**config.mk**
```make
export PLATFORM = sky130hd
export DESIGN_NAME = mode_privilege_control
export DESIGN_NICKNAME = d
export VERILOG_FILES = /design/src/shared/mpc_pkg.sv /design/src/core/mode_privilege_control.sv /design/src/core/mpc_access_check.sv /design/src/core/mpc_page_map.sv
export SDC_FILE = /design/constraint.sdc
export NUM_CORES = 2
export LEC_CHECK = 0
export ABC_AREA = 1
export ABC_CLOCK_PERIOD_IN_PS = 4200
export BUFFER_PORTS_ARGS = -buffer_cell sky130_fd_sc_hd__buf_2
export CORE_MARGIN = 2
export CORE_UTILIZATION = 45
export DETAILED_ROUTE_END_ITERATION = 8
export PLACE_DENSITY = 0.68
export SLEW_MARGIN = 20
export SYNTH_ARGS = -nofsm -noshare
export SYNTH_HDL_FRONTEND = slang
export SYNTH_SLANG_ARGS = --single-unit
export TNS_END_PERCENT = 20
```
**constraint.sdc**
```tcl
create_clock -name i_mclk -period 4.2 [get_ports i_mclk]
set_clock_uncertainty 0.2 [all_clocks]
set_input_delay 0.42 -clock i_mclk [delete_from_list [all_inputs] [get_ports i_mclk]]
set_output_delay 0.42 -clock i_mclk [all_outputs]
set_load 0.02 [all_outputs]
```
**src/shared/mpc_pkg.sv**
```systemverilog
// Constants, types and decode helpers for the mode and privilege control block
package mpc_pkg;

    // Status word layout
    localparam int PS_W = 16;
    localparam int PS_CUR_HI = 15;
    localparam int PS_CUR_LO = 14;
    localparam int PS_PREV_HI = 13;
    localparam int PS_PREV_LO = 12;
    localparam int PS_REGSET = 11;
    localparam int PS_PRI_HI = 7;
    localparam int PS_PRI_LO = 5;
    localparam int PRI_W = 3;
    localparam logic [15:0] PS_RESET = 16'h0000;
    // Mode fields, ORed in from the current word when a return runs unprivileged
    localparam logic [15:0] PS_MODE_MASK = 16'hF000;
    // Register set and priority, untouchable outside the most privileged mode
    localparam logic [15:0] PS_KEEP_MASK = 16'h08E0;

    // Mode codes
    localparam logic [1:0] MODE_KERNEL = 2'h0;
    localparam logic [1:0] MODE_SUPER = 2'h1;
    localparam logic [1:0] MODE_BAD = 2'h2;
    localparam logic [1:0] MODE_USER = 2'h3;

    // Address widths
    localparam int VA_W = 16;
    localparam int PAGE_W = 3;
    localparam int OFF_W = 13;
    localparam int RELOC_W = 16;
    localparam int BLK_W = 6;
    localparam int PA_W = 22;
    localparam int MAP_IDX_W = 6;
    localparam logic [BLK_W-1:0] BLK_ZERO = 6'h00;

    // Space select
    localparam logic SPACE_D = 1'h0;
    localparam logic SPACE_I = 1'h1;

    // Page access codes
    typedef enum logic [1:0] {ACC_NONRES, ACC_RO, ACC_RW} mpc_acc_t;

    // Operation classes handed over by the instruction decoder
    typedef enum logic [3:0] {
        OP_NONE, OP_MOVE_TO_PREV_INSTR_SPACE, OP_MOVE_TO_PREV_DATA_SPACE, OP_MOVE_FROM_PREV_INSTR_SPACE, OP_MOVE_FROM_PREV_DATA_SPACE,
        OP_RTI, OP_RTT, OP_SPL, OP_RESET, OP_HALT
    } mpc_op_t;

    // Any of the four cross-space moves
    function automatic logic op_is_cross(input mpc_op_t op);
        return (op == OP_MOVE_TO_PREV_INSTR_SPACE) || (op == OP_MOVE_TO_PREV_DATA_SPACE) || (op == OP_MOVE_FROM_PREV_INSTR_SPACE) || (op == OP_MOVE_FROM_PREV_DATA_SPACE);
    endfunction

    // Moves toward the previous space write there
    function automatic logic op_is_mtp(input mpc_op_t op);
        return (op == OP_MOVE_TO_PREV_INSTR_SPACE) || (op == OP_MOVE_TO_PREV_DATA_SPACE);
    endfunction

    // Moves that address the previous instruction space
    function automatic logic op_is_ispace(input mpc_op_t op);
        return (op == OP_MOVE_TO_PREV_INSTR_SPACE) || (op == OP_MOVE_FROM_PREV_INSTR_SPACE);
    endfunction

endpackage

```
**src/core/mode_privilege_control.sv**
```systemverilog
// Mode and privilege control: status word, cross-space moves, returns, gated privileged ops
`timescale 1ns/1ps
`default_nettype none
// What this block does
// Status bits 13:12 hold previous space
// Cross moves link current stack, previous space
// Index constants fetched from current space
// Each mode has separate full I and D maps
// Decode four distinct cross-space moves
// Returns reload saved PC and status word
// Fetches use I map, data uses D map
// Privileged ops only in kernel mode
// Unprivileged reset and level set do nothing
// Unprivileged halt starts trap service instead
// Previous field 11 confines moves to user
// Map entries hold relocation and access code
// Read-only pages refuse writes
// Each mode translates through own maps only
// Bits 15:14 pick map and stack pointer
// Bit 11 picks general register set
// Mode codes 00 kernel, 01 middle, 10 invalid
// Non-resident or read-only write aborts instruction
module mode_privilege_control
    import mpc_pkg::*;
#(
    parameter int MAP_ENTRIES = 64
) (
    input wire logic i_mclk,
    input wire logic i_reset_n,
    input wire logic i_op_valid,
    input wire mpc_op_t i_op,
    input wire logic [VA_W-1:0] i_op_vaddr,
    input wire logic [VA_W-1:0] i_op_wdata,
    input wire logic [VA_W-1:0] i_restore_pc,
    input wire logic [PS_W-1:0] i_restore_ps,
    input wire logic [PRI_W-1:0] i_spl_level,
    input wire logic i_trap_ps_load,
    input wire logic [PS_W-1:0] i_trap_ps,
    input wire logic i_ref_valid,
    input wire logic [VA_W-1:0] i_ref_vaddr,
    input wire logic i_ref_fetch,
    input wire logic i_ref_write,
    input wire logic [VA_W-1:0] i_ref_wdata,
    input wire logic i_map_we,
    input wire logic [MAP_IDX_W-1:0] i_map_index,
    input wire logic [RELOC_W-1:0] i_map_reloc,
    input wire mpc_acc_t i_map_acc,
    input wire logic i_mem_ack,
    input wire logic [VA_W-1:0] i_mem_rdata,
    output logic [PS_W-1:0] o_ps,
    output wire logic [1:0] o_cur_mode,
    output wire logic [1:0] o_prev_mode,
    output wire logic [1:0] o_stack_sel,
    output wire logic o_reg_set,
    output logic o_busy,
    output logic [VA_W-1:0] o_pc,
    output logic o_pc_load,
    output logic o_bus_reset,
    output logic o_halt,
    output logic o_trap_req,
    output logic o_abort,
    output logic o_op_done,
    output logic o_ref_done,
    output logic [VA_W-1:0] o_ref_rdata,
    output logic o_push_valid,
    output logic [VA_W-1:0] o_push_data,
    output logic o_mem_req,
    output logic o_mem_we,
    output logic [PA_W-1:0] o_mem_paddr,
    output logic [VA_W-1:0] o_mem_wdata
);

    typedef enum logic [1:0] {ST_IDLE, ST_XLATE, ST_MEM} mpc_state_t;

    mpc_state_t state;  // Reference sequencer
    logic [1:0] sel_mode;  // Mode whose map translates the reference
    logic sel_space;  // I or D space of the reference
    logic sel_write;  // Reference writes memory
    logic sel_cross;  // Reference belongs to a cross-space move
    logic sel_push;  // Read result goes to the current stack
    logic [VA_W-1:0] sel_vaddr;  // Virtual address held for lookup
    logic [VA_W-1:0] sel_wdata;  // Write data held for the transfer
    logic is_kernel;  // Current mode is the privileged one
    logic take_op;  // Operation accepted this cycle
    logic take_cross;  // Accepted operation is a cross-space move
    logic take_ref;  // Ordinary reference accepted this cycle
    logic fault;  // Lookup of the held reference faults
    mpc_acc_t map_acc;  // Access code of the looked-up page
    logic [PA_W-1:0] map_paddr;  // Physical address of the looked-up page
    logic [PS_W-1:0] ret_ps;  // Status word a return would install

    // Mode fields straight off the status word
    assign o_cur_mode = o_ps[PS_CUR_HI:PS_CUR_LO];
    assign o_prev_mode = o_ps[PS_PREV_HI:PS_PREV_LO];
    assign o_stack_sel = o_ps[PS_CUR_HI:PS_CUR_LO];
    assign o_reg_set = o_ps[PS_REGSET];

    assign is_kernel = (o_cur_mode == MODE_KERNEL);
    assign take_op = (state == ST_IDLE) && i_op_valid && (i_op != OP_NONE);
    assign take_cross = take_op && op_is_cross(i_op);
    // Operations win over references; the reference simply waits a turn
    assign take_ref = (state == ST_IDLE) && i_ref_valid && !take_op;

    // Unprivileged returns may not raise privilege: mode bits only gain ones, set and level stay
    assign ret_ps = is_kernel ? i_restore_ps
        : ((i_restore_ps & ~PS_KEEP_MASK) | (o_ps & PS_KEEP_MASK) | (o_ps & PS_MODE_MASK));

    mpc_page_map #(
        .ENTRIES(MAP_ENTRIES)
    ) u_map (
        .i_mclk(i_mclk),
        .i_reset_n(i_reset_n),
        .i_map_we(i_map_we),
        .i_map_index(i_map_index),
        .i_map_reloc(i_map_reloc),
        .i_map_acc(i_map_acc),
        .i_mode(sel_mode),
        .i_space(sel_space),
        .i_vaddr(sel_vaddr),
        .o_acc(map_acc),
        .o_paddr(map_paddr)
    );

    mpc_access_check u_check (
        .i_mode(sel_mode),
        .i_acc(map_acc),
        .i_write(sel_write),
        .o_fault(fault)
    );

    // Status word: trap service load first, then returns, then level set
    always_ff @(posedge i_mclk or negedge i_reset_n) begin
        if (!i_reset_n) begin
            o_ps <= PS_RESET;
        end else if (i_trap_ps_load) begin
            o_ps <= i_trap_ps;
        end else if (take_op && (i_op == OP_RTI || i_op == OP_RTT)) begin
            o_ps <= ret_ps;
        end else if (take_op && i_op == OP_SPL && is_kernel) begin
            o_ps[PS_PRI_HI:PS_PRI_LO] <= i_spl_level;
        end
    end

    // Program counter reload on returns
    always_ff @(posedge i_mclk or negedge i_reset_n) begin
        if (!i_reset_n) begin
            o_pc <= '0;
        end else if (take_op && (i_op == OP_RTI || i_op == OP_RTT)) begin
            o_pc <= i_restore_pc;
        end
    end

    // Reference sequencer and held request
    always_ff @(posedge i_mclk or negedge i_reset_n) begin
        if (!i_reset_n) begin
            state <= ST_IDLE;
            sel_mode <= MODE_KERNEL;
            sel_space <= SPACE_D;
            sel_write <= 1'b0;
            sel_cross <= 1'b0;
            sel_push <= 1'b0;
            sel_vaddr <= '0;
            sel_wdata <= '0;
            o_busy <= 1'b0;
        end else begin
            unique case (state)
                ST_IDLE: begin
                    if (take_cross) begin
                        // Address was formed from current-space fetches; only the transfer is remote
                        state <= ST_XLATE;
                        sel_mode <= o_prev_mode;
                        sel_space <= op_is_ispace(i_op) ? SPACE_I : SPACE_D;
                        sel_write <= op_is_mtp(i_op);
                        sel_push <= !op_is_mtp(i_op);
                        sel_cross <= 1'b1;
                        sel_vaddr <= i_op_vaddr;
                        sel_wdata <= i_op_wdata;
                        o_busy <= 1'b1;
                    end else if (take_ref) begin
                        state <= ST_XLATE;
                        sel_mode <= o_cur_mode;
                        // Fetches, address constants included, go through the I map
                        sel_space <= i_ref_fetch ? SPACE_I : SPACE_D;
                        sel_write <= i_ref_write && !i_ref_fetch;
                        sel_push <= 1'b0;
                        sel_cross <= 1'b0;
                        sel_vaddr <= i_ref_vaddr;
                        sel_wdata <= i_ref_wdata;
                        o_busy <= 1'b1;
                    end
                end
                ST_XLATE: begin
                    // A fault drops the reference before memory sees it
                    state <= fault ? ST_IDLE : ST_MEM;
                    o_busy <= !fault;
                end
                ST_MEM: begin
                    if (i_mem_ack) begin
                        state <= ST_IDLE;
                        o_busy <= 1'b0;
                    end
                end
            endcase
        end
    end

    // Memory request, held until acknowledged
    always_ff @(posedge i_mclk or negedge i_reset_n) begin
        if (!i_reset_n) begin
            o_mem_req <= 1'b0;
            o_mem_we <= 1'b0;
            o_mem_paddr <= '0;
            o_mem_wdata <= '0;
        end else if (state == ST_XLATE && !fault) begin
            o_mem_req <= 1'b1;
            o_mem_we <= sel_write;
            o_mem_paddr <= map_paddr;
            o_mem_wdata <= sel_wdata;
        end else if (state == ST_MEM && i_mem_ack) begin
            o_mem_req <= 1'b0;
            o_mem_we <= 1'b0;
        end
    end

    // One-cycle event pulses; these fall back to zero every cycle
    always_ff @(posedge i_mclk or negedge i_reset_n) begin
        if (!i_reset_n) begin
            o_pc_load <= 1'b0;
            o_bus_reset <= 1'b0;
            o_halt <= 1'b0;
            o_trap_req <= 1'b0;
            o_abort <= 1'b0;
            o_op_done <= 1'b0;
            o_ref_done <= 1'b0;
            o_push_valid <= 1'b0;
        end else begin
            o_pc_load <= take_op && (i_op == OP_RTI || i_op == OP_RTT);
            o_bus_reset <= take_op && (i_op == OP_RESET) && is_kernel;
            o_halt <= take_op && (i_op == OP_HALT) && is_kernel;
            // Halt outside kernel hands control to the executive, not a stop
            o_trap_req <= take_op && (i_op == OP_HALT) && !is_kernel;
            o_abort <= (state == ST_XLATE) && fault;
            o_op_done <= (take_op && !take_cross)
                || (state == ST_MEM && i_mem_ack && sel_cross);
            o_ref_done <= (state == ST_MEM) && i_mem_ack && !sel_cross;
            o_push_valid <= (state == ST_MEM) && i_mem_ack && sel_push;
        end
    end

    // Read data capture for the requester or the current stack
    always_ff @(posedge i_mclk or negedge i_reset_n) begin
        if (!i_reset_n) begin
            o_ref_rdata <= '0;
            o_push_data <= '0;
        end else if (state == ST_MEM && i_mem_ack) begin
            if (sel_push) begin
                o_push_data <= i_mem_rdata;
            end else if (!sel_cross) begin
                o_ref_rdata <= i_mem_rdata;
            end
        end
    end
endmodule
`default_nettype wire

```
**src/core/mpc_access_check.sv**
```systemverilog
// Access fault check for one translated reference
`timescale 1ns/1ps
`default_nettype none
module mpc_access_check
    import mpc_pkg::*;
(
    input wire logic [1:0] i_mode,
    input wire mpc_acc_t i_acc,
    input wire logic i_write,
    output logic o_fault
);

    // Non-resident pages, writes to read-only pages and the unused mode code all abort
    always_comb begin
        o_fault = 1'b0;
        if (i_mode == MODE_BAD) begin
            o_fault = 1'b1;
        end else if (i_acc == ACC_NONRES) begin
            o_fault = 1'b1;
        end else if (i_acc == ACC_RO && i_write) begin
            o_fault = 1'b1;
        end
    end

endmodule
`default_nettype wire

```
**src/core/mpc_page_map.sv**
```systemverilog
// Per-mode, per-space page map: relocation and access code storage with lookup
`timescale 1ns/1ps
`default_nettype none
module mpc_page_map
    import mpc_pkg::*;
#(
    parameter int ENTRIES = 64
) (
    input wire logic i_mclk,
    input wire logic i_reset_n,
    input wire logic i_map_we,
    input wire logic [MAP_IDX_W-1:0] i_map_index,
    input wire logic [RELOC_W-1:0] i_map_reloc,
    input wire mpc_acc_t i_map_acc,
    input wire logic [1:0] i_mode,
    input wire logic i_space,
    input wire logic [VA_W-1:0] i_vaddr,
    output mpc_acc_t o_acc,
    output logic [PA_W-1:0] o_paddr
);

    logic [RELOC_W-1:0] reloc_mem [ENTRIES];  // Relocation per entry
    mpc_acc_t acc_mem [ENTRIES];  // Access code per entry
    logic [MAP_IDX_W-1:0] rd_index;  // Entry picked by mode, space, page

    // Only the mode's own entries are ever consulted, so one mode cannot reach another's pages
    assign rd_index = {i_mode, i_space, i_vaddr[VA_W-1:OFF_W]};

    // Entry storage; every page starts out non-resident
    always_ff @(posedge i_mclk or negedge i_reset_n) begin
        if (!i_reset_n) begin
            for (int k = 0; k < ENTRIES; k++) begin
                reloc_mem[k] <= '0;
                acc_mem[k] <= ACC_NONRES;
            end
        end else if (i_map_we) begin
            reloc_mem[i_map_index] <= i_map_reloc;
            acc_mem[i_map_index] <= i_map_acc;
        end
    end

    // Lookup: block base plus page offset
    always_comb begin
        o_acc = acc_mem[rd_index];
        o_paddr = PA_W'({reloc_mem[rd_index], BLK_ZERO}) + PA_W'(i_vaddr[OFF_W-1:0]);
    end

endmodule
`default_nettype wire

```
==> metrics.txt <==
Worst slew margin=between 20% and 30%; number of max-cap violations=0; leak pwr=~0.031 µW; non-filler cells, final=8905; CTS clk-pin slew, worst paths=roughly 0.060 ns; outcome=finished, final reports clean; clk_lat worst skew=approximately 0.78 ns; Setup Total Neg Slack=0 ns; Final Core Density=~53%; vias per cell=between 5 and 6; EDFF count, synth=0; die height=360.7 µm; HP Class=in -> reg; maximum clock frequency=between 200 and 250 MHz; Critical Path Sink Type=flop; clk buf depth=3; H-Tree Level Count=4; top sig layer=met5; Synth Instances=6924; top cell type's share of synthesized area=a little under three fifths; Tmin final=between 4 and 5 ns; Final ANT Viol Nets=0; Finish-stage setup viols=0; Initial Utilization=a little under half; maximum vdd drop=0.4472 mV; period utilization=between 90 and 100%; Async SR Flop Fraction=100.0%; vias in the first global route=around 49000; 1st-pass router iterations=6; routed len/inst=20.88 µm; GP Congestion=about 0.94; nets=7331; first-pass GRT wire length=288.8 mm; std cell rows=130; CP required=4.66 ns; Syn Nets=7103; Yosys Warn Count=0; total setup buffers inserted after CTS=0; Synth cell types=38; worst setup path class=reg -> reg; clk root buf=clkbuf_16; area leader, netlist=dfrtp_1; DR WL met3=16.14 mm; pwr/cell area=roughly 670 nW/µm²; initial antenna violation count=11; Cell Area, Synth=57250 µm²; Area growth, synth to finish=15.84%; Commonest cells post-synth=1997 x nand2_1, 1424 x o21ai_0, 1273 x dfrtp_1; CTS tree=yes; Total GRT Usage=28.22%; total I/O pin count=between 200 and 300; WL met1=roughly 80 mm; placed insts=8484; crit path max fanout=27; via count of the routed design=50975; layout cells sized above 1=approximately a tenth; Die X=~360 µm; WL met2=83.59 mm; Critical Path AT=approximately 4.5 ns; CTS sink count=1273; Final Cell Area=66320 µm²; DRC violations left=0; gr ovfl total=0; largest net degree at the start of global routing=143; FF+latch count, synth=about 1300; Core ar.=~130000 µm²; Routed WL=about 190 mm; most numerous cell in the Yosys netlist=nand2_1; Synth Flop Type=dfrtp_1; placed cell area=between 60000 and 70000 µm²; Final Hold Vio Count=0; crit start category=flop; top cells by area, synth=dfrtp_1 56%, nand2_1 13%, o21ai_0 12%; Slew @ Worst Pin=between 1 and 1.5 ns; initial drt markers=around 6300; Syn Area/Cell=approximately 8.3 µm²; Final Max Tran Viols=0; IO buf count=287; sequential share of the synthesized area=55.64%; CTS buffer count=138; post-layout power=approximately 45000 µW; Total Die Area=130100 µm²; Final HPWL DP=113.9 mm
## logic make-up after synthesis
| family | synth area share (%) |
|---|---|
| and+or+nand+nor | 21.31 |
| AOI/OAI and AO/OA | 16.91 |
| DFF | 55.64 |
| buffers and inverters | 5.769 |
| adders and majority gates | 0.2535 |
| xor gates and xnor gates | 0.1224 |
## worst max-delay path, stage by stage, from the launching register on
cell	delay (ns)
dfrtp_4	0.52
inv_4	0.38
buf_12	0.26
o221ai_1	0.24
nand3_1	0.12
nand3_1	0.29
nand3_1	0.35
nand3_1	0.17
ha_1	0.38
nand2_1	0.06
o21ai_0	0.24
a21o_1	0.21
nand3_2	0.15
nor2_4	0.15
nand3_1	0.09
nand3_1	0.09
nand2_1	0.06
## report_power, final
part | total, µW | switching (µW) | internal (µW)
clock | 12100 | 5050 | 7030
combinational | 16900 | 11400 | 5510
sequential | 15700 | 1310 | 14400
total | 44700 | 17800 | 26900
## layer usage
metal,up-vias,GRT usage (%)
li1,23376,-
met1,24884,40.08
met2,2326,42.67
met3,383,5.398
met4,6,11.07
met5,-,0
## path summary, 6_finish.rpt
check                               start  depth (start not counted)  slack [ns]              endpoint
min in group asynchronous       i_reset_n                          3        0.50  u_map.reloc_mem[812]
min reg2reg                  sel_vaddr[5]                          2        0.27        o_mem_paddr[5]
max                         sel_vaddr[15]                         16        0.12       o_mem_paddr[18]
min                        i_map_index[2]                          4        0.17   u_map.reloc_mem[79]
max reg2reg                 sel_vaddr[15]                         16        0.12       o_mem_paddr[18]
max in group asynchronous       i_reset_n                          4        1.78  u_map.reloc_mem[777]
## layout by cell type (no fill, tap or decap), drive strengths merged, types with 2 or more instances in the layout
| master | instances |
|---|---|
| o221ai | 88 |
| o21bai | 2 |
| o22ai | 28 |
| xor2 | 4 |
| clkbuf | 205 |
| o211ai | 56 |
| inv | 163 |
| o21ai | 1442 |
| dfrtp | 1273 |
| diode | 6 |
| a31oi | 37 |
| nor4 | 7 |
| bufinv | 6 |
| clkinv | 24 |
| ha | 10 |
| xnor2 | 4 |
| nor2 | 598 |
| nand4 | 2 |
| nor3 | 16 |
| a21oi | 160 |
| buf | 492 |
| a41oi | 3 |
| dlygate4sd3 | 178 |
| nand2 | 1998 |
| nand3 | 447 |
## layout make-up
class                           count  area (µm²)
Sequential cell                  1273       31870
Tap cell                         1650        2064
Fill cell                       11647       59580
Multi-Input combinational cell   4907       22140
Timing Repair Buffer              670        5184
Antenna cell                        6       15.01
Clock inverter                     32       361.6
Inverter                          162       640.6
Clock buffer                      205        4051
## state kept, by name, indices dropped and copies added (netlist names), 2 cells and up
name and flops:
sel_mode 2, o_ps 16, o_push_data 16, u_map.reloc_mem 1024
sel_wdata 16, state 2, o_pc 16, o_mem_wdata 16
o_ref_rdata 16, u_map.acc_mem 96, sel_vaddr 16, o_mem_paddr 22
## metrics by stage
stage / worst slack, ns / hold slack [ns]
after floorplan: 0.3822 / -0.07559
after global placement: 0.1313 / 0.1961
after detailed placement: 0.08713 / 0.1975
after CTS: 0.05133 / 0.1130
after global routing: -0.02499 / 0.1813
final: 0.1233 / 0.1744
## timing repair
action | 4_1_cts | 5_1_grt
hold buffers | 178 | 0
endpoints found under the setup margin | 0 | 9
resized for setup | 0 | 8
hold endpoints to repair | 662 | 0
(Power assumes the default switching activity.)
